<file path="src/core/clsb_pkg.sv">
// Package with opcodes, flag positions and cycle counts for the load/store/bit unit
package clsb_pkg;
    // Operation codes presented by the decoder
    localparam logic [4:0] OP_NOP = 5'h00;
    localparam logic [4:0] OP_LOAD = 5'h01;
    localparam logic [4:0] OP_LOAD_INC = 5'h02;
    localparam logic [4:0] OP_LOAD_DEC = 5'h03;
    localparam logic [4:0] OP_LOAD_DISP = 5'h04;
    localparam logic [4:0] OP_STORE = 5'h05;
    localparam logic [4:0] OP_STORE_INC = 5'h06;
    localparam logic [4:0] OP_STORE_DEC = 5'h07;
    localparam logic [4:0] OP_STORE_DISP = 5'h08;
    localparam logic [4:0] OP_STORE_DIRECT = 5'h09;
    localparam logic [4:0] OP_PMEM_READ = 5'h0a;
    localparam logic [4:0] OP_PMEM_READ_INC = 5'h0b;
    localparam logic [4:0] OP_PMEM_WRITE = 5'h0c;
    localparam logic [4:0] OP_PMEM_WRITE_INC = 5'h0d;
    localparam logic [4:0] OP_IO_READ = 5'h0e;
    localparam logic [4:0] OP_IO_WRITE = 5'h0f;
    localparam logic [4:0] OP_PUSH = 5'h10;
    localparam logic [4:0] OP_POP = 5'h11;
    localparam logic [4:0] OP_SHIFT_LEFT = 5'h12;
    localparam logic [4:0] OP_ROTATE_LEFT = 5'h13;
    localparam logic [4:0] OP_SHIFT_RIGHT = 5'h14;
    localparam logic [4:0] OP_ROTATE_RIGHT = 5'h15;
    localparam logic [4:0] OP_ARITH_RIGHT = 5'h16;
    localparam logic [4:0] OP_IO_BIT_SET = 5'h17;
    localparam logic [4:0] OP_IO_BIT_CLEAR = 5'h18;
    localparam logic [4:0] OP_COPY_TO_T = 5'h19;
    localparam logic [4:0] OP_COPY_FROM_T = 5'h1a;
    localparam logic [4:0] OP_FLAG_SET = 5'h1b;
    localparam logic [4:0] OP_FLAG_CLEAR = 5'h1c;
    // Flag register bit positions
    localparam int FLAG_C = 0;
    localparam int FLAG_Z = 1;
    localparam int FLAG_N = 2;
    localparam int FLAG_V = 3;
    localparam int FLAG_S = 4;
    localparam int FLAG_H = 5;
    localparam int FLAG_T = 6;
    localparam int FLAG_I = 7;
    localparam logic [7:0] FLAG_RESET = 8'h00;
    localparam logic [7:0] PAGE_EXT_RESET = 8'h00;
    localparam logic [15:0] STACK_RESET = 16'h3fff;
    // Base cycle counts
    localparam logic [2:0] CYC_ONE = 3'h1;
    localparam logic [2:0] CYC_TWO = 3'h2;
    localparam logic [2:0] CYC_PMEM = 3'h3;
    localparam logic [2:0] CYC_SRAM_EXTRA = 3'h1;
    // Internal SRAM window of data space
    localparam logic [15:0] SRAM_BASE = 16'h2000;
    localparam logic [15:0] SRAM_LAST = 16'h3fff;
endpackage : clsb_pkg

</file>
<file path="src/core/clsb_mem_if.sv">
// Interface carrying data-space accesses from the sequencer to the port stage
`timescale 1ns/1ps
`default_nettype none
interface clsb_mem_if;
    logic req;
    logic we;
    logic io;
    logic [15:0] addr;
    logic [7:0] wdata;
    modport src (output req, we, io, addr, wdata);
    modport dst (input req, we, io, addr, wdata);
endinterface : clsb_mem_if
`default_nettype wire

</file>
<file path="src/core/clsb_shift_unit.sv">
// Combinational shift, rotate and bit-copy unit with flag results
`timescale 1ns/1ps
`default_nettype none
module clsb_shift_unit (
    // Operation and operands
    input wire logic [4:0] op_i,
    input wire logic [7:0] val_i,
    input wire logic [2:0] bit_i,
    input wire logic [7:0] flags_i,
    // Results
    output logic [7:0] res_o,
    output logic [7:0] flags_o
);
    logic c_in;
    logic new_c;
    logic [7:0] r;
    logic [7:0] f;
    assign c_in = flags_i[clsb_pkg::FLAG_C];

    // Result byte and flags
    always_comb
    begin
        r = val_i;
        new_c = c_in;
        f = flags_i;
        case (op_i)
            clsb_pkg::OP_SHIFT_LEFT, clsb_pkg::OP_ROTATE_LEFT:
            begin
                r = {val_i[6:0], (op_i == clsb_pkg::OP_ROTATE_LEFT) ? c_in : 1'b0};
                new_c = val_i[7];
                f[clsb_pkg::FLAG_H] = val_i[3];
            end
            clsb_pkg::OP_SHIFT_RIGHT, clsb_pkg::OP_ROTATE_RIGHT:
            begin
                r = {(op_i == clsb_pkg::OP_ROTATE_RIGHT) ? c_in : 1'b0, val_i[7:1]};
                new_c = val_i[0];
            end
            clsb_pkg::OP_ARITH_RIGHT:
            begin
                r = {val_i[7], val_i[7:1]};
                new_c = val_i[0];
            end
            clsb_pkg::OP_COPY_TO_T: f[clsb_pkg::FLAG_T] = val_i[bit_i];
            clsb_pkg::OP_COPY_FROM_T: r[bit_i] = flags_i[clsb_pkg::FLAG_T];
            default: r = val_i;
        endcase
        if (op_i >= clsb_pkg::OP_SHIFT_LEFT && op_i <= clsb_pkg::OP_ARITH_RIGHT)
        begin
            f[clsb_pkg::FLAG_C] = new_c;
            f[clsb_pkg::FLAG_Z] = (r == 8'h00);
            f[clsb_pkg::FLAG_N] = r[7];
            f[clsb_pkg::FLAG_V] = r[7] ^ new_c;
            f[clsb_pkg::FLAG_S] = r[7] ^ r[7] ^ new_c;
        end
        res_o = r;
        flags_o = f;
    end
endmodule : clsb_shift_unit
`default_nettype wire

</file>
<file path="src/core/clsb_mem_port.sv">
// Registered data-space port stage driven through the memory interface
`timescale 1ns/1ps
`default_nettype none
module clsb_mem_port (
    // Clock and reset
    input wire logic clk_sys_i,
    input wire logic rst_b_i,
    // Request from sequencer
    clsb_mem_if.dst req_if,
    // Registered bus outputs
    output logic dmem_req_o,
    output logic dmem_we_o,
    output logic io_req_o,
    output logic io_we_o,
    output logic [15:0] addr_o,
    output logic [7:0] wdata_o
);
    // Registered copy of the request
    always_ff @(posedge clk_sys_i or negedge rst_b_i)
    begin
        if (!rst_b_i)
        begin
            dmem_req_o <= 1'b0;
            dmem_we_o <= 1'b0;
            io_req_o <= 1'b0;
            io_we_o <= 1'b0;
            addr_o <= 16'h0000;
            wdata_o <= 8'h00;
        end
        else
        begin
            dmem_req_o <= req_if.req & ~req_if.io;
            dmem_we_o <= req_if.req & ~req_if.io & req_if.we;
            io_req_o <= req_if.req & req_if.io;
            io_we_o <= req_if.req & req_if.io & req_if.we;
            addr_o <= req_if.addr;
            wdata_o <= req_if.wdata;
        end
    end
endmodule : clsb_mem_port
`default_nettype wire

</file>
<file path="src/core/clsb_core.sv">
// Sequencer for load, store, program memory, I/O, stack, bit and flag operations
`timescale 1ns/1ps
`default_nettype none
// Function
// - pre-decrement load lowers pointer, then reads decremented address; two cycles.
// - plain or post-increment load reads pointer address in one cycle; increment after.
// - displaced load reads pointer plus offset, pointer unchanged, two cycles.
// - direct store writes register to immediate address in two cycles.
// - plain or post-increment store writes at pointer in one cycle; increment after.
// - pre-decrement store lowers pointer then writes there; two cycles.
// - displaced store writes at pointer plus offset, pointer unchanged, two cycles.
// - program memory read takes three cycles; bare form targets low work register.
// - extended read prefixes page extension register to the pointer; also three cycles.
// - program memory write stores high:low work registers; increment form adds two.
// - I/O read and write move one byte in one cycle, flags untouched.
// - push takes one cycle, pop two; no flag changes.
// - left shifts move bit 7 into carry; fill zero or old carry; Z,C,N,V,H.
// - right shifts move bit 0 into carry; fill zero or carry; H untouched.
// - arithmetic right shift keeps sign bit, updates Z,C,N,V in one cycle.
// - I/O bit set or clear completes in one cycle, flags unchanged.
// - bit copy to transfer flag changes it; copy back leaves it.
// - flag set and clear force exactly one flag in one cycle.
// - global interrupt on and off set or clear the interrupt flag.
// - counts assume addresses outside internal SRAM; external accesses wait on ready.
// - loads or stores hitting internal SRAM take one extra cycle.
module clsb_core (
    // Clock and reset
    input wire logic clk_sys_i,
    input wire logic rst_b_i,
    // Decoded instruction
    input wire logic start_i,
    input wire logic [4:0] op_i,
    input wire logic [7:0] reg_val_i,
    input wire logic [15:0] ptr_i,
    input wire logic [15:0] imm_addr_i,
    input wire logic [5:0] disp_i,
    input wire logic [2:0] bit_i,
    input wire logic ext_pmem_i,
    input wire logic bare_pmem_i,
    // Work register values for program memory write
    input wire logic [7:0] low_work_register_i,
    input wire logic [7:0] high_work_register_i,
    input wire logic [7:0] page_ext_i,
    input wire logic page_ext_we_i,
    // Memory responses
    input wire logic [7:0] dmem_rdata_i,
    input wire logic dmem_ready_i,
    input wire logic [7:0] io_rdata_i,
    input wire logic [7:0] pmem_rdata_i,
    input wire logic pmem_write_ack_i,
    // Data and I/O port
    output logic dmem_req_o,
    output logic dmem_we_o,
    output logic io_req_o,
    output logic io_we_o,
    output logic [15:0] addr_o,
    output logic [7:0] wdata_o,
    // Program memory port
    output logic pmem_rd_o,
    output logic pmem_wr_o,
    output logic [23:0] pmem_addr_o,
    output logic [15:0] pmem_wdata_o,
    // Results
    output logic busy_o,
    output logic done_o,
    output logic rd_we_o,
    output logic low_work_we_o,
    output logic [7:0] rd_data_o,
    output logic ptr_we_o,
    output logic [15:0] ptr_o,
    output logic [7:0] flag_register_o,
    output logic [15:0] sp_o
);
    typedef enum logic [1:0] {
        CLSB_IDLE = 2'b00,
        CLSB_WAIT = 2'b01,
        CLSB_PWRITE = 2'b10
    } clsb_state_e;

    clsb_state_e state;
    clsb_state_e next_state;
    logic [2:0] count;
    logic [2:0] next_count;
    logic [4:0] cur_op;
    logic [15:0] cur_addr;
    logic [7:0] cur_val;
    logic [7:0] page_ext;
    logic [7:0] shift_res;
    logic [7:0] shift_flags;
    logic [7:0] io_bit_val;
    logic is_load;
    logic is_store;
    logic is_data;
    logic [15:0] eff_addr;
    logic [2:0] base_cyc;
    logic [2:0] total_cyc;
    logic pmem_wr_op;
    logic last;

    clsb_mem_if mem_if ();

    // Classify by operation
    function automatic logic [2:0] base_cycles(input logic [4:0] op);
        case (op)
            clsb_pkg::OP_LOAD_DEC, clsb_pkg::OP_LOAD_DISP, clsb_pkg::OP_STORE_DEC,
            clsb_pkg::OP_STORE_DISP, clsb_pkg::OP_STORE_DIRECT, clsb_pkg::OP_POP: base_cycles = clsb_pkg::CYC_TWO;
            clsb_pkg::OP_PMEM_READ, clsb_pkg::OP_PMEM_READ_INC: base_cycles = clsb_pkg::CYC_PMEM;
            default: base_cycles = clsb_pkg::CYC_ONE;
        endcase
    endfunction : base_cycles

    function automatic logic in_sram(input logic [15:0] a);
        in_sram = (a >= clsb_pkg::SRAM_BASE) && (a <= clsb_pkg::SRAM_LAST);
    endfunction : in_sram

    // Decoding of the incoming operation
    assign is_load = (op_i >= clsb_pkg::OP_LOAD) && (op_i <= clsb_pkg::OP_LOAD_DISP);
    assign is_store = (op_i >= clsb_pkg::OP_STORE) && (op_i <= clsb_pkg::OP_STORE_DIRECT);
    assign pmem_wr_op = (op_i == clsb_pkg::OP_PMEM_WRITE) || (op_i == clsb_pkg::OP_PMEM_WRITE_INC);
    assign eff_addr = (op_i == clsb_pkg::OP_LOAD_DEC || op_i == clsb_pkg::OP_STORE_DEC) ? ptr_i - 16'h0001 :
                      (op_i == clsb_pkg::OP_LOAD_DISP || op_i == clsb_pkg::OP_STORE_DISP) ? ptr_i + {10'h000, disp_i} :
                      (op_i == clsb_pkg::OP_STORE_DIRECT) ? imm_addr_i :
                      (op_i == clsb_pkg::OP_PUSH) ? sp_o :
                      (op_i == clsb_pkg::OP_POP) ? sp_o + 16'h0001 :
                      (op_i == clsb_pkg::OP_IO_READ || op_i == clsb_pkg::OP_IO_WRITE ||
                       op_i == clsb_pkg::OP_IO_BIT_SET || op_i == clsb_pkg::OP_IO_BIT_CLEAR) ? imm_addr_i :
                      ptr_i;
    assign is_data = is_load || is_store || op_i == clsb_pkg::OP_PUSH || op_i == clsb_pkg::OP_POP;
    assign base_cyc = base_cycles(op_i);
    assign total_cyc = base_cyc + ((is_load || is_store) && in_sram(eff_addr) ? clsb_pkg::CYC_SRAM_EXTRA : 3'h0);
    // Final cycle: count done and, for data-space operations, external ready seen
    // external wait
    assign last = (count == 3'h1) && (dmem_ready_i || !is_data_cur(cur_op));

    function automatic logic is_data_cur(input logic [4:0] op);
        is_data_cur = (op >= clsb_pkg::OP_LOAD && op <= clsb_pkg::OP_STORE_DIRECT) ||
                      op == clsb_pkg::OP_PUSH || op == clsb_pkg::OP_POP;
    endfunction : is_data_cur

    // Shift and bit-copy datapath
    clsb_shift_unit u_shift (
        .op_i(op_i),
        .val_i(reg_val_i),
        .bit_i(bit_i),
        .flags_i(flag_register_o),
        .res_o(shift_res),
        .flags_o(shift_flags)
    );

    assign io_bit_val = (op_i == clsb_pkg::OP_IO_BIT_SET) ? (io_rdata_i | (8'h01 << bit_i)) :
                        (io_rdata_i & ~(8'h01 << bit_i));

    // Request to the port stage
    // I/O read and write
    assign mem_if.req = start_i && !busy_o && (is_data || op_i == clsb_pkg::OP_IO_READ ||
                        op_i == clsb_pkg::OP_IO_WRITE || op_i == clsb_pkg::OP_IO_BIT_SET ||
                        op_i == clsb_pkg::OP_IO_BIT_CLEAR);
    assign mem_if.we = is_store || op_i == clsb_pkg::OP_PUSH || op_i == clsb_pkg::OP_IO_WRITE ||
                       op_i == clsb_pkg::OP_IO_BIT_SET || op_i == clsb_pkg::OP_IO_BIT_CLEAR;
    assign mem_if.io = op_i == clsb_pkg::OP_IO_READ || op_i == clsb_pkg::OP_IO_WRITE ||
                       op_i == clsb_pkg::OP_IO_BIT_SET || op_i == clsb_pkg::OP_IO_BIT_CLEAR;
    assign mem_if.addr = (state == CLSB_IDLE) ? eff_addr : cur_addr;
    assign mem_if.wdata = (op_i == clsb_pkg::OP_IO_BIT_SET || op_i == clsb_pkg::OP_IO_BIT_CLEAR) ?
                          io_bit_val : reg_val_i;

    clsb_mem_port u_port (
        .clk_sys_i(clk_sys_i),
        .rst_b_i(rst_b_i),
        .req_if(mem_if),
        .dmem_req_o(dmem_req_o),
        .dmem_we_o(dmem_we_o),
        .io_req_o(io_req_o),
        .io_we_o(io_we_o),
        .addr_o(addr_o),
        .wdata_o(wdata_o)
    );

    // Next state selection
    always_comb
    begin
        next_state = state;
        next_count = count;
        case (state)
            CLSB_IDLE:
            begin
                if (start_i && pmem_wr_op)
                    next_state = CLSB_PWRITE;
                else if (start_i && (total_cyc > 3'h1 || is_data))
                begin
                    next_state = CLSB_WAIT;
                    next_count = total_cyc;
                end
            end
            CLSB_WAIT:
            begin
                if (last)
                    next_state = CLSB_IDLE;
                else if (count != 3'h1)
                    next_count = count - 3'h1;
            end
            CLSB_PWRITE:
                if (pmem_write_ack_i)
                    next_state = CLSB_IDLE;
            default: next_state = CLSB_IDLE;
        endcase
    end

    // State and captured operation
    always_ff @(posedge clk_sys_i or negedge rst_b_i)
    begin
        if (!rst_b_i)
        begin
            state <= CLSB_IDLE;
            count <= 3'h0;
            cur_op <= clsb_pkg::OP_NOP;
            cur_addr <= 16'h0000;
            cur_val <= 8'h00;
        end
        else
        begin
            state <= next_state;
            count <= next_count;
            if (state == CLSB_IDLE && start_i)
            begin
                cur_op <= op_i;
                cur_addr <= eff_addr;
                cur_val <= reg_val_i;
            end
        end
    end

    // Page extension register, loaded by software writes
    always_ff @(posedge clk_sys_i or negedge rst_b_i)
    begin
        if (!rst_b_i)
            page_ext <= clsb_pkg::PAGE_EXT_RESET;
        else if (page_ext_we_i)
            page_ext <= page_ext_i;
    end

    // Program memory port
    always_ff @(posedge clk_sys_i or negedge rst_b_i)
    begin
        if (!rst_b_i)
        begin
            pmem_rd_o <= 1'b0;
            pmem_wr_o <= 1'b0;
            pmem_addr_o <= 24'h000000;
            pmem_wdata_o <= 16'h0000;
        end
        else
        begin
            pmem_rd_o <= state == CLSB_IDLE && start_i &&
                         (op_i == clsb_pkg::OP_PMEM_READ || op_i == clsb_pkg::OP_PMEM_READ_INC);
            if (state == CLSB_IDLE && start_i)
                pmem_addr_o <= {(ext_pmem_i || pmem_wr_op) ? page_ext : 8'h00, ptr_i};
            if (state == CLSB_IDLE && start_i && pmem_wr_op)
                pmem_wdata_o <= {high_work_register_i, low_work_register_i};
            pmem_wr_o <= next_state == CLSB_PWRITE;
        end
    end

    // Stack pointer
    // push and pop
    always_ff @(posedge clk_sys_i or negedge rst_b_i)
    begin
        if (!rst_b_i)
            sp_o <= clsb_pkg::STACK_RESET;
        else if (state == CLSB_IDLE && start_i && op_i == clsb_pkg::OP_PUSH)
            sp_o <= sp_o - 16'h0001;
        else if (state == CLSB_IDLE && start_i && op_i == clsb_pkg::OP_POP)
            sp_o <= sp_o + 16'h0001;
    end

    // Results, pointer update and flag register
    always_ff @(posedge clk_sys_i or negedge rst_b_i)
    begin
        if (!rst_b_i)
        begin
            busy_o <= 1'b0;
            done_o <= 1'b0;
            rd_we_o <= 1'b0;
            low_work_we_o <= 1'b0;
            rd_data_o <= 8'h00;
            ptr_we_o <= 1'b0;
            ptr_o <= 16'h0000;
            flag_register_o <= clsb_pkg::FLAG_RESET;
        end
        else
        begin
            busy_o <= next_state != CLSB_IDLE;
            done_o <= 1'b0;
            rd_we_o <= 1'b0;
            low_work_we_o <= 1'b0;
            ptr_we_o <= 1'b0;
            if (state == CLSB_IDLE && start_i && next_state == CLSB_IDLE)
            begin
                // Single-cycle operations without a data-space access finish here
                done_o <= 1'b1;
                rd_we_o <= op_i == clsb_pkg::OP_IO_READ || (op_i >= clsb_pkg::OP_SHIFT_LEFT &&
                           op_i <= clsb_pkg::OP_ARITH_RIGHT) || op_i == clsb_pkg::OP_COPY_FROM_T;
                rd_data_o <= (op_i == clsb_pkg::OP_IO_READ) ? io_rdata_i : shift_res;
                flag_register_o <= shift_flags;
                if (op_i == clsb_pkg::OP_FLAG_SET)
                    flag_register_o[bit_i] <= 1'b1;
                else if (op_i == clsb_pkg::OP_FLAG_CLEAR)
                    flag_register_o[bit_i] <= 1'b0;
            end
            else if (state == CLSB_WAIT && last)
            begin
                done_o <= 1'b1;
                rd_we_o <= (cur_op >= clsb_pkg::OP_LOAD && cur_op <= clsb_pkg::OP_LOAD_DISP) ||
                           cur_op == clsb_pkg::OP_POP ||
                           ((cur_op == clsb_pkg::OP_PMEM_READ || cur_op == clsb_pkg::OP_PMEM_READ_INC) && !bare_pmem_i);
                low_work_we_o <= (cur_op == clsb_pkg::OP_PMEM_READ) && bare_pmem_i;
                rd_data_o <= (cur_op == clsb_pkg::OP_PMEM_READ || cur_op == clsb_pkg::OP_PMEM_READ_INC) ?
                             pmem_rdata_i : dmem_rdata_i;
                ptr_we_o <= cur_op == clsb_pkg::OP_LOAD_DEC || cur_op == clsb_pkg::OP_STORE_DEC ||
                            cur_op == clsb_pkg::OP_LOAD_INC || cur_op == clsb_pkg::OP_PMEM_READ_INC ||
                            cur_op == clsb_pkg::OP_STORE_INC;
                ptr_o <= (cur_op == clsb_pkg::OP_LOAD_DEC || cur_op == clsb_pkg::OP_STORE_DEC) ?
                         cur_addr : cur_addr + 16'h0001;
            end
            else if (state == CLSB_PWRITE && pmem_write_ack_i)
            begin
                done_o <= 1'b1;
                ptr_we_o <= cur_op == clsb_pkg::OP_PMEM_WRITE_INC;
                ptr_o <= cur_addr + 16'h0002;
            end
        end
    end
endmodule : clsb_core
`default_nettype wire

</file>
<file path="config.mk">
export PLATFORM = sky130hd
export DESIGN_NAME = clsb_core
export DESIGN_NICKNAME = d
export VERILOG_FILES = /design/src/core/clsb_pkg.sv /design/src/core/clsb_mem_if.sv /design/src/core/clsb_shift_unit.sv /design/src/core/clsb_mem_port.sv /design/src/core/clsb_core.sv
export SDC_FILE = /design/constraint.sdc
export NUM_CORES = 1
export LEC_CHECK = 0
export ABC_AREA = 0
export BUFFER_PORTS_ARGS = -buffer_cell sky130_fd_sc_hd__buf_2
export CORE_AREA = 5 5 149 151
export DETAILED_ROUTE_END_ITERATION = 10
export DIE_AREA = 0 0 154 156
export PLACE_DENSITY = 0.74
export SYNTH_ARGS = -nofsm -noshare
export SYNTH_HDL_FRONTEND = slang
export SYNTH_HIERARCHICAL = 1
export SYNTH_SLANG_ARGS = --single-unit
</file>
<file path="constraint.sdc">
create_clock -name clk_sys_i -period 7.35 [get_ports clk_sys_i]
set_input_delay 1.1025 -clock clk_sys_i [delete_from_list [all_inputs] [get_ports clk_sys_i]]
set_output_delay 1.1025 -clock clk_sys_i [all_outputs]
set_load 0.01 [all_outputs]
</file>
Word level (Yosys, flattened, before mapping)
Memories as Yosys holds them, arrays and structs flattened.
Cells that the tools add are included.
{"block": "word_totals", "ff_bits": 157, "rom_bits": 64, "mem_count": 1, "word_cells": 232, "output_inout_bits": 123}
{"name": "(name not given)", "depth": 32, "word_bits": 2, "rd": 1, "rd_clocked_by_memory_dff": 0, "write_ports": 0, "line": "clsb_core.sv:104", "source": "case (op)"}
{"block": "op_classes", "n_shift": 1, "n_reduce_logical": 74, "n_addsub": 8, "n_bitwise": 13, "n_eq_ne": 42, "muxes": 54, "magnitude_cmp": 14}
{"cell": "16-bit two-way mux", "count": 12}
{"cell": "5-bit equality test (second input constant)", "count": 15}
{"cell": "8-bit two-way mux", "count": 9}
{"cell": "5-bit by 4-bit equality test with 1-bit output (second input constant)", "count": 11}
{"cell": "1-bit logical OR", "count": 33}
{"cell": "16-bit by 1-bit adder with 16-bit output (second input constant)", "count": 2}
{"cell": "8-bit one-hot mux with 4 select lines", "count": 1}
{"cell": "16-bit by 1-bit subtractor with 16-bit output (second input constant)", "count": 2}
{"cell": "1-bit logical AND", "count": 23}
{"cell": "5-bit by 3-bit equality test with 1-bit output (second input constant)", "count": 4}
{"cell": "1-bit two-way mux", "count": 17}
{"cell": "16-bit by 2-bit adder with 16-bit output (second input constant)", "count": 1}
{"cell": "16-bit by 6-bit adder with 16-bit output", "count": 1}
{"cell": "8-bit bitwise AND", "count": 2}
{"cell": "16-bit by 14-bit >= comparator with 1-bit output (second input constant)", "count": 1}
{"cell": "16-bit by 14-bit <= comparator with 1-bit output (second input constant)", "count": 1}
{"cell": "8-bit NOT", "count": 2}
{"cell": "8-bit OR", "count": 2}
{"cell": "5-bit by 2-bit equality test with 1-bit output (second input constant)", "count": 3}
{"cell": "3-bit two-way mux", "count": 4}
{"cell": "2-bit nonzero test", "count": 6}
{"cell": "5-bit by 1-bit >= comparator with 1-bit output (second input constant)", "count": 2}
{"cell": "5-bit by 3-bit <= comparator with 1-bit output (second input constant)", "count": 2}
{"cell": "5-bit by 4-bit <= comparator with 1-bit output (second input constant)", "count": 2}
{"cell": "other kinds (32)", "count": 48}

Longest topological paths before layout
Gate-level depths: netlist (run 1).
{"block": "logic_depth", "ltp_word": 25, "depth_mapped": 22}

Cells and area by module
Netlist (run 1), hierarchy kept.
{"mod": "clsb_core", "seq_area_each_um2": 3245.6, "instances": 1, "area_per_inst_um2": 8739.6, "cells_each": 1037}
{"mod": "clsb_shift_unit", "seq_area_each_um2": 0.0, "instances": 1, "area_per_inst_um2": 739.5, "cells_each": 116}
{"mod": "clsb_mem_port", "seq_area_each_um2": 700.7, "instances": 1, "area_per_inst_um2": 734.5, "cells_each": 32}

Worst setup path after synthesis (run 1)
Ideal clock, no wire load.
{"block": "synth_timing", "path_kind": "input to register", "start": "input op_i[0]", "end": "register flag_register_o[2]", "t_arrival_ns": 4.627, "cell_stages": 20, "slack_ns": 2.599, "t_required_ns": 7.225, "path_buffers": 4, "path_cell_list": "ha_1 > clkbuf_1 > nand4b_1 > nand2_2 > nor2_4 > clkinv_1 > buf_2 > mux2i_1 > o21ai_0 > o221ai_1 > nand2_1 > nor4b_4 > ha_1 > inv_1 > ha_1 > nand3_1 > or3_1 > clkbuf_1 > buf_2 > mux2_2"}
{"block": "synth_between", "elab_chain_cells": 23, "elab_cells_between_ends": 70, "classes_between": "add/sub: 1; order compare: 9; eq/ne: 21; mux: 15; bitwise: 2; reduce/logical: 21; memory: 1"}
{"element": "start: declaration", "line": "clsb_core.sv:32", "source": "input wire logic [4:0] op_i,"}
{"element": "5-bit by 4-bit equality test with 1-bit output"}
{"element": "1-bit logical OR (2 in series)"}
{"element": "1-bit logical OR (*)"}
{"element": "via mem_if.io", "line": "clsb_mem_if.sv:7", "source": "logic io;"}
{"element": "16-bit two-way mux (*)", "line": "clsb_core.sv:126", "source": "op_i == clsb_pkg::OP_IO_BIT_SET || op_i == clsb_pkg::OP_IO_BIT_CLEAR) ? imm_addr_i :"}
{"element": "16-bit two-way mux (*)", "line": "clsb_core.sv:124", "source": "(op_i == clsb_pkg::OP_POP) ? sp_o + 16'h0001 :"}
{"element": "16-bit two-way mux (*)", "line": "clsb_core.sv:123", "source": "(op_i == clsb_pkg::OP_PUSH) ? sp_o :"}
{"element": "16-bit two-way mux (*)", "line": "clsb_core.sv:122", "source": "(op_i == clsb_pkg::OP_STORE_DIRECT) ? imm_addr_i :"}
{"element": "[... 7 more ...]"}
{"element": "3-bit by 1-bit greater-than comparator with 1-bit output (*)", "line": "clsb_core.sv:188", "source": "else if (start_i && (total_cyc > 3'h1 || is_data))"}
{"element": "1-bit logical OR (*)", "line": "clsb_core.sv:188"}
{"element": "1-bit logical AND (*)", "line": "clsb_core.sv:188"}
{"element": "2-bit two-way mux (*)", "line": "clsb_core.sv:188"}
{"element": "2-bit two-way mux (*)", "line": "clsb_core.sv:186", "source": "if (start_i && pmem_wr_op)"}
{"element": "2-bit one-hot mux with 3 select lines (*)", "line": "clsb_core.sv:183", "source": "case (state)"}
{"element": "2-bit zero test (*)", "line": "clsb_core.sv:296", "source": "if (state == CLSB_IDLE && start_i && next_state == CLSB_IDLE)"}
{"element": "1-bit logical AND (*)", "line": "clsb_core.sv:296"}
{"element": "end signal: assignment", "line": "clsb_core.sv:287", "source": "flag_register_o <= clsb_pkg::FLAG_RESET;"}
{"element": "end signal: assignment", "line": "clsb_core.sv:303", "source": "flag_register_o <= shift_flags;"}
{"element": "end: declaration", "line": "clsb_core.sv:71", "source": "output logic [7:0] flag_register_o,"}
The timed path passes the listed nets; every way through them passes the cells marked *. The select of a mux whose other input is x is not followed.
A chain may end at the register's enable or synchronous reset.

Worst setup path after layout (run 1)
{"block": "layout_timing", "start": "input op_i[0]", "end": "register flag_register_o[5]"}
{"block": "layout_between", "elab_chain_cells": 23, "elab_cells_between_ends": 60, "classes_between": "add/sub: 1; order compare: 7; eq/ne: 17; mux: 13; bitwise: 2; reduce/logical: 19; memory: 1"}
{"element": "5-bit by 4-bit equality test with 1-bit output", "line": "clsb_core.sv:125", "source": "(op_i == clsb_pkg::OP_IO_READ || op_i == clsb_pkg::OP_IO_WRITE ||"}
{"element": "1-bit logical OR (2 in series)", "line": "clsb_core.sv:125"}
{"element": "1-bit logical OR", "line": "clsb_core.sv:126"}
{"element": "16-bit two-way mux", "line": "clsb_core.sv:126"}
{"element": "16-bit two-way mux", "line": "clsb_core.sv:124"}
{"element": "16-bit two-way mux", "line": "clsb_core.sv:123"}
{"element": "16-bit two-way mux", "line": "clsb_core.sv:122"}
{"element": "16-bit two-way mux", "line": "clsb_core.sv:121", "source": "(op_i == clsb_pkg::OP_LOAD_DISP || op_i == clsb_pkg::OP_STORE_DISP) ? ptr_i + {10'h000, disp_i} :"}
{"element": "[... 6 more ...]"}
{"element": "3-bit by 1-bit greater-than comparator with 1-bit output", "line": "clsb_core.sv:188"}
{"element": "1-bit logical OR", "line": "clsb_core.sv:188"}
{"element": "1-bit logical AND", "line": "clsb_core.sv:188"}
{"element": "2-bit two-way mux", "line": "clsb_core.sv:188"}
{"element": "2-bit two-way mux", "line": "clsb_core.sv:186"}
{"element": "2-bit one-hot mux with 3 select lines", "line": "clsb_core.sv:183"}
{"element": "2-bit zero test", "line": "clsb_core.sv:296"}
{"element": "1-bit logical AND", "line": "clsb_core.sv:296"}
Parallel ways exist; a longest one is shown, timed or not. The select of a mux whose other input is x is not followed.

==> run_results.csv, run 1 <==
group,metric,value,unit
die,die_h,156,µm
critical_path,r2r_start,"sp_o[5]",
yosys,ys_seq_area_share,38.6,%
status,status,"finished, final reports clean",
die,die_area,24000,µm²
layout,nFillCells,1893,
critical_path,cp-endpoint,"flag_register_o[5]",
yosys,synth_area,10200,µm²
yosys,synth_top_flop_cell,"dfrtp_1",
global_routing,antenna_found_initial,2,
placed_design,placed_cells,1621,
critical_path,cp-start-kind,"primary input",
power_and_ir_drop,ir_drop,0.173,mV
yosys,ys_seq_elements,157,
die,rows,53,
critical_path,required,7.66,ns
timing,maxSlewViolCount,0,
die,pin_count,233,
clock_tree,cts_made_buffers,17,
power_and_ir_drop,p_total,3.73,mW
yosys,synthCells,1185,
drt,routed_wl,30900,µm
drt,detail-route-antenna-nets,0,
drt,vias,9730,
yosys,syn_nets,1317,
yosys,synth_top_area_share,35.0,%
timing,tightestPinTransition,0.915,ns
clock_tree,ctsLongestPathBuffers,2,
yosys,synthTopCellsByArea,"dfrtp_1 35%, nand2_1 6.5%, o21ai_0 5.4%",
global_routing,grt_max_degree,86,
yosys,avgSynthCellArea,8.62,µm²
timing,tns,0,ns
clock_tree,clock-sinks,157,
layout,final_cell_mix,"231 x buf_2, 177 x nand2_1, 143 x dfrtp_1",
clock_tree,h-tree-depth,4,
layout,final_common_cell,"buf_2",
yosys,synth_cell_types,99,
layout,seqCellArea,3950,µm²
critical_path,r2r-end,"flag_register_o[5]",
layout,drive_above_1_share,27.1,%
clock_tree,cts_setup_buffers,0,
global_routing,grt_pass1_wl,49400,µm
clock_tree,clkLatencyLatePin,0.44,ns
critical_path,cp_max_fo,26,
die,design.core.area,20700,µm²
critical_path,path_class,"in2reg",
timing,slew-limit-headroom,39.0,%
critical_path,endpoint_kind,"flop",
job,cap_viol_max_count,0,
placed_design,place_ws,1.49,ns
clock_tree,cts.clk_slew.worst_paths,0.07,ns
clock_tree,clockRootBuffer,"clkbuf_16",
timing,setup_ws,1.85,ns
timing,rsz0062_at_grt,"no",
power_and_ir_drop,switching_share,39.4,%
die,chipWidth,154,µm
power_and_ir_drop,power.density,309,nW/µm²
yosys,ys.warnings.count,6,
layout,synthToLayoutAreaGrowth,18.3,%
clock_tree,cts_tree,"yes",
timing,hold_violations,0,
power_and_ir_drop,p_seq_share,39.7,%
yosys,yosysTopAreaCell,"dfrtp_1",
drt,drt_iter0_drc,1014,
drt,drc,0,
drt,via_per_inst,5.88,
critical_path,r2r_slack,2.88,ns
clock_tree,cts_resized,0,
power_and_ir_drop,combPwrFrac,36.0,%
critical_path,rr_worst_depth,13,
yosys,synth_edf_count,0,
layout,fin_area,12100,µm²
layout,fin_cells,1655,
power_and_ir_drop,p_leak,5.58,nW
clock_tree,hold_buffers,0,
timing,fmax,0.182,GHz
global_routing,grt_overflow,0,
yosys,synthArstFlopShare,100,%
placed_design,gp_congestion,0.951,
power_and_ir_drop,power_switching,1.47,mW
global_routing,grt_pass1_vias,9186,
timing,finalSetupViolCount,0,
timing,post-route-min-period,5.50,ns
timing,fin_worst_skew,0.0200,ns
timing,min_period_over_period,74.8,%
critical_path,crit_arrival,5.81,ns
global_routing,grt_usage,25.3,%
placed_design,portBuffers,232,
placed_design,dp_hpwl,23000,µm
worst_hold_path,min_path_type,"reg2reg",
placed_design,place_area,11500,µm²
worst_hold_path,hp-start,"pmem_addr_o[7]",
drt,dr.pass1.iters,6,
drt,wl_per_cell,18.7,µm
critical_path,cp-startpoint,"op_i[0]",
power_and_ir_drop,pwr-share-clk,24.3,%
die,start_util,49.4,%
power_and_ir_drop,internal-power,2.26,mW
layout,multi_input_area,5840,µm²
layout,final_net_count,1497,
power groups by stage:
stage	Combinational, mW	Sequential (mW)	Clock (mW)
floorplan	0.759	1.52	0
global placement	1.31	1.48	0
detailed placement	1.35	1.49	0
CTS	1.35	1.48	0.919
global route	1.50	1.53	0.957
finish	1.34	1.48	0.906
critical path, cell delays in order:
cell      delay [ns]
buf_2           0.20
ha_1            0.33
nand4b_1        0.35
nand2_2         0.31
nor2_4          0.29
clkinv_1        0.53
or3_1           0.50
o21ai_0         0.09
o31ai_1         0.10
o211ai_1        0.23
nor4b_4         0.08
ha_1            0.23
inv_1           0.06
ha_1            0.13
nand3_1         0.08
or3_1           0.75
mux2_2          0.42
logic make-up after synthesis:
logic type / Yosys count / share of synthesized area, %
mux: 76 / 7.93
flops: 157 / 38.6
xor+xnor: 48 / 4.12
compound gates: 313 / 19.2
fa+ha+maj: 22 / 2.77
buf+inv: 108 / 4.39
simple gates: 461 / 23.0
flip-flops by register name, indices dropped and copies added (netlist names), 2 cells and up:
name             cells
pmem_addr_o         24
cur_addr            16
pmem_wdata_o        16
ptr_o               16
sp_o                16
u_port/addr_o       16
flag_register_o      8
page_ext             8
rd_data_o            8
u_port/wdata_o       8
cur_op               5
count                3
state                2
worst min-delay path by stage:
| stage | end | slack [ns] | depth (start not counted) |
|---|---|---|---|
| global route | pmem_addr_o[7] | 0.49 | 2 |
| global placement | pmem_addr_o[13] | 0.45 | 2 |
| detailed placement | pmem_addr_o[7] | 0.46 | 2 |
| CTS | pmem_addr_o[7] | 0.47 | 2 |
| finish | pmem_addr_o[7] | 0.47 | 2 |
| floorplan | pmem_addr_o[16] | 0.46 | 1 |
synthesized netlist by cell type, types with 10 or more instances:
cell type    n
a21oi_1     72
mux2i_1     37
a31oi_1     11
nand3_1     33
nand2_1    178
dfstp_2     14
nor4_1      17
o211ai_1    14
nor2_1      86
mux2_2      39
clkbuf_1    58
or3_1       12
ha_1        21
o22ai_1     11
nor3_1      25
buf_2       10
xnor2_1     22
o21ai_0    111
xor2_1      26
dfrtp_1    143
inv_1       26
cell type report:
class	count	share of cell area (%)
multi-input cells	920	48.3
flip-flops and latches	157	32.7
repair buffers	242	10.3
clock buffers	17	3.52
well taps	275	2.85
clock inverters	15	1.51
inverters	27	0.839
diodes	2	0.0414
metrics by stage:
step           util (%)  hold WS, ns
2_1_floorplan         -        0.462
3_3_place_gp       55.4        0.454
3_5_place_dp       55.4        0.457
4_1_cts            58.4        0.474
5_1_grt            58.4        0.486
6_report           58.4        0.471
metal layers:
metal	vias up	global-route usage (%)	share of wire [%]
li1	4629	-	-
met1	4558	36.2	44
met2	493	38.6	45
met3	50	5.60	9.6
met4	0	7.57	2.1
met5	-	0	0
(Power assumes the default switching activity.)
==> run 2, diff against run 1 <==
--- a/config.mk
+++ b/config.mk
@@ -10,7 +10,7 @@
 export CORE_AREA = 5 5 149 151
 export DETAILED_ROUTE_END_ITERATION = 10
 export DIE_AREA = 0 0 154 156
-export PLACE_DENSITY = 0.74
+export PLACE_DENSITY = 0.77
 export SYNTH_ARGS = -nofsm -noshare
 export SYNTH_HDL_FRONTEND = slang
 export SYNTH_HIERARCHICAL = 1
==> constraint.sdc (replaced) <==
create_clock -name clk_sys_i -period 4.63 [get_ports clk_sys_i]
set_input_delay 0.6945 -clock clk_sys_i [delete_from_list [all_inputs] [get_ports clk_sys_i]]
set_output_delay 0.6945 -clock clk_sys_i [all_outputs]
set_load 0.01 [all_outputs]
==> run 2 against run 1 <==
Effect of this change:
- clock-buffer cell count up 1
- utilization up 0.77 points
- sequential cell count unchanged
- design area up 1.3%
- critical endpoint is now flag_register_o[4]
- largest cell class unchanged
- largest power group unchanged
- highest routed layer unchanged
==> run_results.csv, run 2 (same netlist as run 1, synthesis figures left out) <==
group,metric,value,unit
global_routing,antenna_found_initial,0,
timing,fmax,0.251,GHz
worst_hold_path,min_path_type,"in2async",
critical_path,endpoint_kind,"flop",
timing,maxSlewViolCount,0,
power_and_ir_drop,combPwrFrac,35.7,%
critical_path,slowest_stage,"nor4bb_2",
placed_design,gp_congestion,0.956,
critical_path,crit_arrival,4.29,ns
timing,min_period_over_period,86.0,%
global_routing,grt_pass1_vias,9258,
drt,via_per_inst,5.92,
timing,fin_worst_skew,0.0183,ns
drt,routed_wl,31300,µm
critical_path,cp-endpoint,"flag_register_o[4]",
die,die_h,156,µm
critical_path,crit_top_cell,"ha_1",
power_and_ir_drop,switching_share,38.6,%
die,die_area,24000,µm²
critical_path,rr_worst_depth,15,
timing,slew-limit-headroom,50.1,%
critical_path,path_class,"in2reg",
layout,final_util,59.2,%
placed_design,portBuffers,232,
global_routing,grt_max_degree,82,
drt,vias,9898,
layout,drive_above_1_share,28.1,%
clock_tree,clkLatencyLatePin,0.44,ns
clock_tree,cts_resized,0,
status,status,"finished, final reports clean",
layout,largest_register_ffs,24,
clock_tree,ctsLongestPathBuffers,2,
timing,tightestPinTransition,0.743,ns
global_routing,grt_overflow,0,
clock_tree,cts.clk_slew.worst_paths,0.07,ns
critical_path,cp-startpoint,"op_i[1]",
die,design.core.area,20700,µm²
layout,final_common_cell,"buf_2",
die,rows,53,
timing,finalSetupViolCount,0,
drt,dr.pass1.iters,5,
critical_path,crit_chain,"buf_2 -> inv_1 -> ha_1 -> nor4bb_2 -> nand2_1 -> nor2_1 -> a21oi_1 -> nand3_1 -> nand4b_4 -> nor4b_4 -> ha_1 -> inv_1 -> ha_1 -> nand3_1 -> or3_1 -> buf_4 -> mux2_2",
timing,hold_violations,0,
critical_path,r2r_start,"sp_o[0]",
timing,post-route-min-period,3.98,ns
layout,seqCellArea,3950,µm²
timing,tns,0,ns
power_and_ir_drop,power_switching,2.33,mW
placed_design,dp_hpwl,23300,µm
drt,detail-route-antenna-nets,0,
layout,regMostFlops,"pmem_addr_o",
drt,wl_per_cell,18.7,µm
power_and_ir_drop,internal-power,3.71,mW
job,cap_viol_max_count,0,
critical_path,required,4.93,ns
power_and_ir_drop,pwr-share-clk,25.1,%
critical_path,cp_max_fo,26,
clock_tree,clockRootBuffer,"clkbuf_16",
clock_tree,cts_made_buffers,17,
clock_tree,cts_tree,"yes",
layout,final_cell_mix,"231 x buf_2, 177 x nand2_1, 143 x dfrtp_1",
power_and_ir_drop,p_leak,5.68,nW
die,pin_count,233,
clock_tree,cts_setup_buffers,0,
layout,synthToLayoutAreaGrowth,19.9,%
layout,multi_input_area,5840,µm²
power_and_ir_drop,p_seq_share,39.2,%
drt,drc,0,
die,start_util,49.4,%
global_routing,grt_pass1_wl,49800,µm
timing,rsz0062_at_grt,"no",
die,chipWidth,154,µm
layout,final_net_count,1515,
critical_path,r2r_slack,0.69,ns
critical_path,cp-start-kind,"primary input",
global_routing,grt_usage,25.5,%
clock_tree,h-tree-depth,4,
power_and_ir_drop,power.density,493,nW/µm²
critical_path,slowest_delay,0.54,ns
layout,nFillCells,1880,
power_and_ir_drop,ir_drop,0.343,mV
clock_tree,hold_buffers,0,
critical_path,r2r-end,"flag_register_o[4]",
drt,drt_iter0_drc,1061,
clock_tree,clock-sinks,157,
-- run 2: changes by cell type in the layout (fill, tap and decap cells not counted), sizes merged --
cell / change
buf: +18
clkinv: -4
bufinv: +2
inv: +2
clkbuf: +1
clkinvlp: -1
diode: -1
-- run 2: power groups by stage --
stage / combinational [mW] / sequential (mW) / clock (mW)
3_3_place_gp: 2.10 / 2.35 / 0
5_1_grt: 2.40 / 2.43 / 1.59
2_1_floorplan: 1.20 / 2.41 / 0
4_1_cts: 2.17 / 2.36 / 1.54
3_5_place_dp: 2.16 / 2.37 / 0
6_report: 2.16 / 2.37 / 1.52
-- run 2: layout make-up --
cell class,instances,area share (%)
Antenna cell,1,0.0204
Clock buffer,18,3.59
Clock inverter,14,1.59
Inverter,27,0.828
Multi-Input combinational cell,920,47.7
Sequential cell,157,32.2
Tap cell,275,2.81
Timing Repair Buffer,260,11.3
-- run 2: metrics by stage --
step	hold slack [ns]	cells	cell area [µm²]	total power, mW	worst slack, ns
after global placement	0.455	1639	11600	4.45	0.275
after global routing	0.367	1671	12200	6.42	0.353
final	0.303	1672	12200	6.04	0.648
after CTS	0.335	1671	12200	6.06	0.666
after detailed placement	0.458	1639	11600	4.53	0.217
after floorplan	0.399	1185	10200	3.61	0.287
-- run 2: worst min-delay path by stage --
stage / startpoint / end / slack, ns / cells after the start
floorplan: rst_b_i / busy_o / 0.40 / 0
global placement: pmem_addr_o[11] / pmem_addr_o[11] / 0.45 / 2
detailed placement: pmem_addr_o[13] / pmem_addr_o[13] / 0.46 / 2
CTS: rst_b_i / pmem_addr_o[9] / 0.34 / 1
global route: rst_b_i / pmem_addr_o[9] / 0.37 / 1
finish: rst_b_i / pmem_addr_o[9] / 0.30 / 1
-- run 2: layer usage --
| metal | global-route usage, % | up-vias | part of all wire (%) |
|---|---|---|---|
| li1 | - | 4666 | - |
| met1 | 35.9 | 4665 | 43 |
| met2 | 38.8 | 497 | 45 |
| met3 | 6.16 | 70 | 9.2 |
| met4 | 8.58 | 0 | 2.8 |
| met5 | 0 | - | 0 |
-- run 2: critical path, delay by kind of cell --
family | cells | cell delay, ns
and+or+nand+nor | 8 | 1.82
adders and majority gates | 3 | 0.75
buffers and inverters | 4 | 0.64
muxes | 1 | 0.30
AOI/OAI and AO/OA | 1 | 0.08
==> run 3, diff against run 2 <==
--- a/config.mk
+++ b/config.mk
@@ -10,7 +10,7 @@
 export CORE_AREA = 5 5 149 151
 export DETAILED_ROUTE_END_ITERATION = 10
 export DIE_AREA = 0 0 154 156
-export PLACE_DENSITY = 0.77
+export PLACE_DENSITY = 0.76
 export SYNTH_ARGS = -nofsm -noshare
 export SYNTH_HDL_FRONTEND = slang
 export SYNTH_HIERARCHICAL = 1
==> constraint.sdc (replaced) <==
create_clock -name clk_sys_i -period 5 [get_ports clk_sys_i]
set_input_delay 0.75 -clock clk_sys_i [delete_from_list [all_inputs] [get_ports clk_sys_i]]
set_output_delay 0.75 -clock clk_sys_i [all_outputs]
set_load 0.01 [all_outputs]
==> run 3 against run 2 <==
Effect of this change:
- register-to-register slack got worse by 0.06 ns
- first-iteration DRC count decreased by 28%
- global-route usage increased by 0.38 points
- critical path depth decreased by 1
- combinational power decreased by 8%
- sequential cell count unchanged
- design area decreased by 0.61%
- sequential power decreased by 8%
- cell count decreased by 0.12%
- hold slack improved by 0.051 ns
- non-clock buffer count decreased by 2
- highest routed layer unchanged
==> run_results.csv, run 3 (same netlist as run 1, synthesis figures left out) <==
group,metric,value,unit
status,status,"finished, final reports clean",
timing,finalSetupViolCount,0,
power_and_ir_drop,pwr-share-clk,23.6,%
critical_path,required,5.31,ns
power_and_ir_drop,p_seq_share,40.1,%
layout,final_common_cell,"buf_2",
layout,seqCellArea,3950,µm²
critical_path,path_class,"in2reg",
timing,rsz0062_at_grt,"no",
layout,final_util,58.8,%
die,rows,53,
critical_path,slowest_stage,"or3_1",
critical_path,cp-start-kind,"primary input",
critical_path,slowest_delay,0.69,ns
clock_tree,clkLatencyLatePin,0.44,ns
placed_design,dp_hpwl,23600,µm
timing,tightestPinTransition,0.923,ns
drt,wl_per_cell,18.8,µm
power_and_ir_drop,internal-power,3.27,mW
global_routing,grt_pass1_wl,50500,µm
timing,post-route-min-period,4.48,ns
global_routing,antenna_found_initial,1,
layout,multi_input_area,5840,µm²
layout,nFillCells,1838,
global_routing,grt_usage,25.9,%
die,chipWidth,154,µm
timing,fin_worst_skew,0.0198,ns
timing,min_period_over_period,89.7,%
power_and_ir_drop,switching_share,40.0,%
global_routing,grt_overflow,0,
critical_path,rr_worst_depth,13,
timing,fmax,0.223,GHz
drt,drc,0,
drt,vias,9880,
layout,drive_above_1_share,28.0,%
layout,largest_register_ffs,24,
drt,dr.pass1.iters,6,
worst_hold_path,min_path_type,"in2async",
clock_tree,clockRootBuffer,"clkbuf_16",
global_routing,grt_pass1_vias,9332,
drt,detail-route-antenna-nets,0,
die,pin_count,233,
layout,final_net_count,1513,
timing,tns,0,ns
clock_tree,cts.clk_slew.worst_paths,0.07,ns
clock_tree,cts_made_buffers,17,
power_and_ir_drop,p_leak,5.64,nW
critical_path,cp.depth,16,
die,die_area,24000,µm²
critical_path,worst-path-buf-inv,4,
die,die_h,156,µm
drt,drt_iter0_drc,760,
clock_tree,cts_resized,0,
clock_tree,h-tree-depth,4,
power_and_ir_drop,power_switching,2.18,mW
drt,via_per_inst,5.92,
clock_tree,cts_setup_buffers,0,
critical_path,endpoint_kind,"flop",
timing,hold_violations,0,
clock_tree,cts_tree,"yes",
job,cap_viol_max_count,0,
critical_path,crit_chain,"buf_2 -> inv_1 -> ha_1 -> inv_1 -> or3_1 -> nor2_1 -> o21ai_0 -> a21oi_1 -> nand4b_4 -> nor4b_4 -> ha_1 -> inv_1 -> ha_1 -> nand3_1 -> or3_1 -> mux2_2",
placed_design,portBuffers,232,
critical_path,crit_family,"simple AND/OR/NAND/NOR gates",
timing,maxSlewViolCount,0,
power_and_ir_drop,combPwrFrac,36.3,%
timing,slew-limit-headroom,37.8,%
critical_path,cp_max_fo,26,
global_routing,grt_max_degree,78,
clock_tree,ctsLongestPathBuffers,2,
critical_path,crit_arrival,4.79,ns
drt,routed_wl,31400,µm
die,start_util,49.4,%
clock_tree,hold_buffers,0,
timing,hold_ws,0.354,ns
power_and_ir_drop,ir_drop,0.286,mV
placed_design,gp_congestion,0.948,
power_and_ir_drop,power.density,448,nW/µm²
clock_tree,clock-sinks,157,
layout,synthToLayoutAreaGrowth,19.1,%
die,design.core.area,20700,µm²
layout,final_cell_mix,"231 x buf_2, 177 x nand2_1, 143 x dfrtp_1",
layout,regMostFlops,"pmem_addr_o",
run 3: changes by cell type in the layout (fill, tap and decap cells not counted):
cell        before  now
bufinv_16        3    0
buf_4           28   26
clkinv_8         0    1
inv_8            4    5
inv_6            4    5
clkbuf_8         1    0
clkinvlp_4       1    2
run 3: power by group through the flow:
stage	Combinational, mW	Sequential [mW]	Clock [mW]
6_report	1.98	2.19	1.29
5_1_grt	2.22	2.26	1.37
3_5_place_dp	1.99	2.19	0
3_3_place_gp	1.94	2.18	0
4_1_cts	1.99	2.18	1.30
2_1_floorplan	1.12	2.23	0
run 3: final timing paths:
path	from	end	slack (ns)
worst max-delay path	op_i[1]	flag_register_o[7]	0.52
worst min-delay path	rst_b_i	sp_o[14]	0.35
min in group clk_sys_i	pmem_addr_o[4]	pmem_addr_o[4]	0.47
max in group asynchronous	rst_b_i	state[1]	3.60
worst min register to register	pmem_addr_o[4]	pmem_addr_o[4]	0.47
worst max register to register	sp_o[0]	flag_register_o[7]	0.63
run 3: area by class of cell:
| type | count | area share, % |
|---|---|---|
| flip-flops and latches | 157 | 32.4 |
| inverters | 27 | 0.833 |
| well taps | 275 | 2.83 |
| diodes | 1 | 0.0206 |
| multi-input cells | 920 | 48.0 |
| clock inverters | 15 | 1.22 |
| clock buffers | 17 | 3.50 |
| repair buffers | 258 | 11.2 |
run 3: per-layer routing:
metal  part of all wire [%]  vias up  global-route usage, %  wire length [µm]
li1                       -     4672                      -                 -
met1                     44     4676                   36.5             13700
met2                     45      479                   39.6             14300
met3                    8.6       53                   6.05              2690
met4                    2.4        0                   8.28               760
met5                      0        -                      0                 0
run 3: through the flow:
stage                     cells  worst slack [ns]  power [mW]  area [µm²]
after floorplan            1185             0.601        3.34       10200
after global placement     1637             0.319        4.12       11600
after detailed placement   1637             0.110        4.18       11600
after CTS                  1669             0.591        5.48       12200
after global routing       1670             0.184        5.84       12200
final                      1670             0.515        5.45       12200
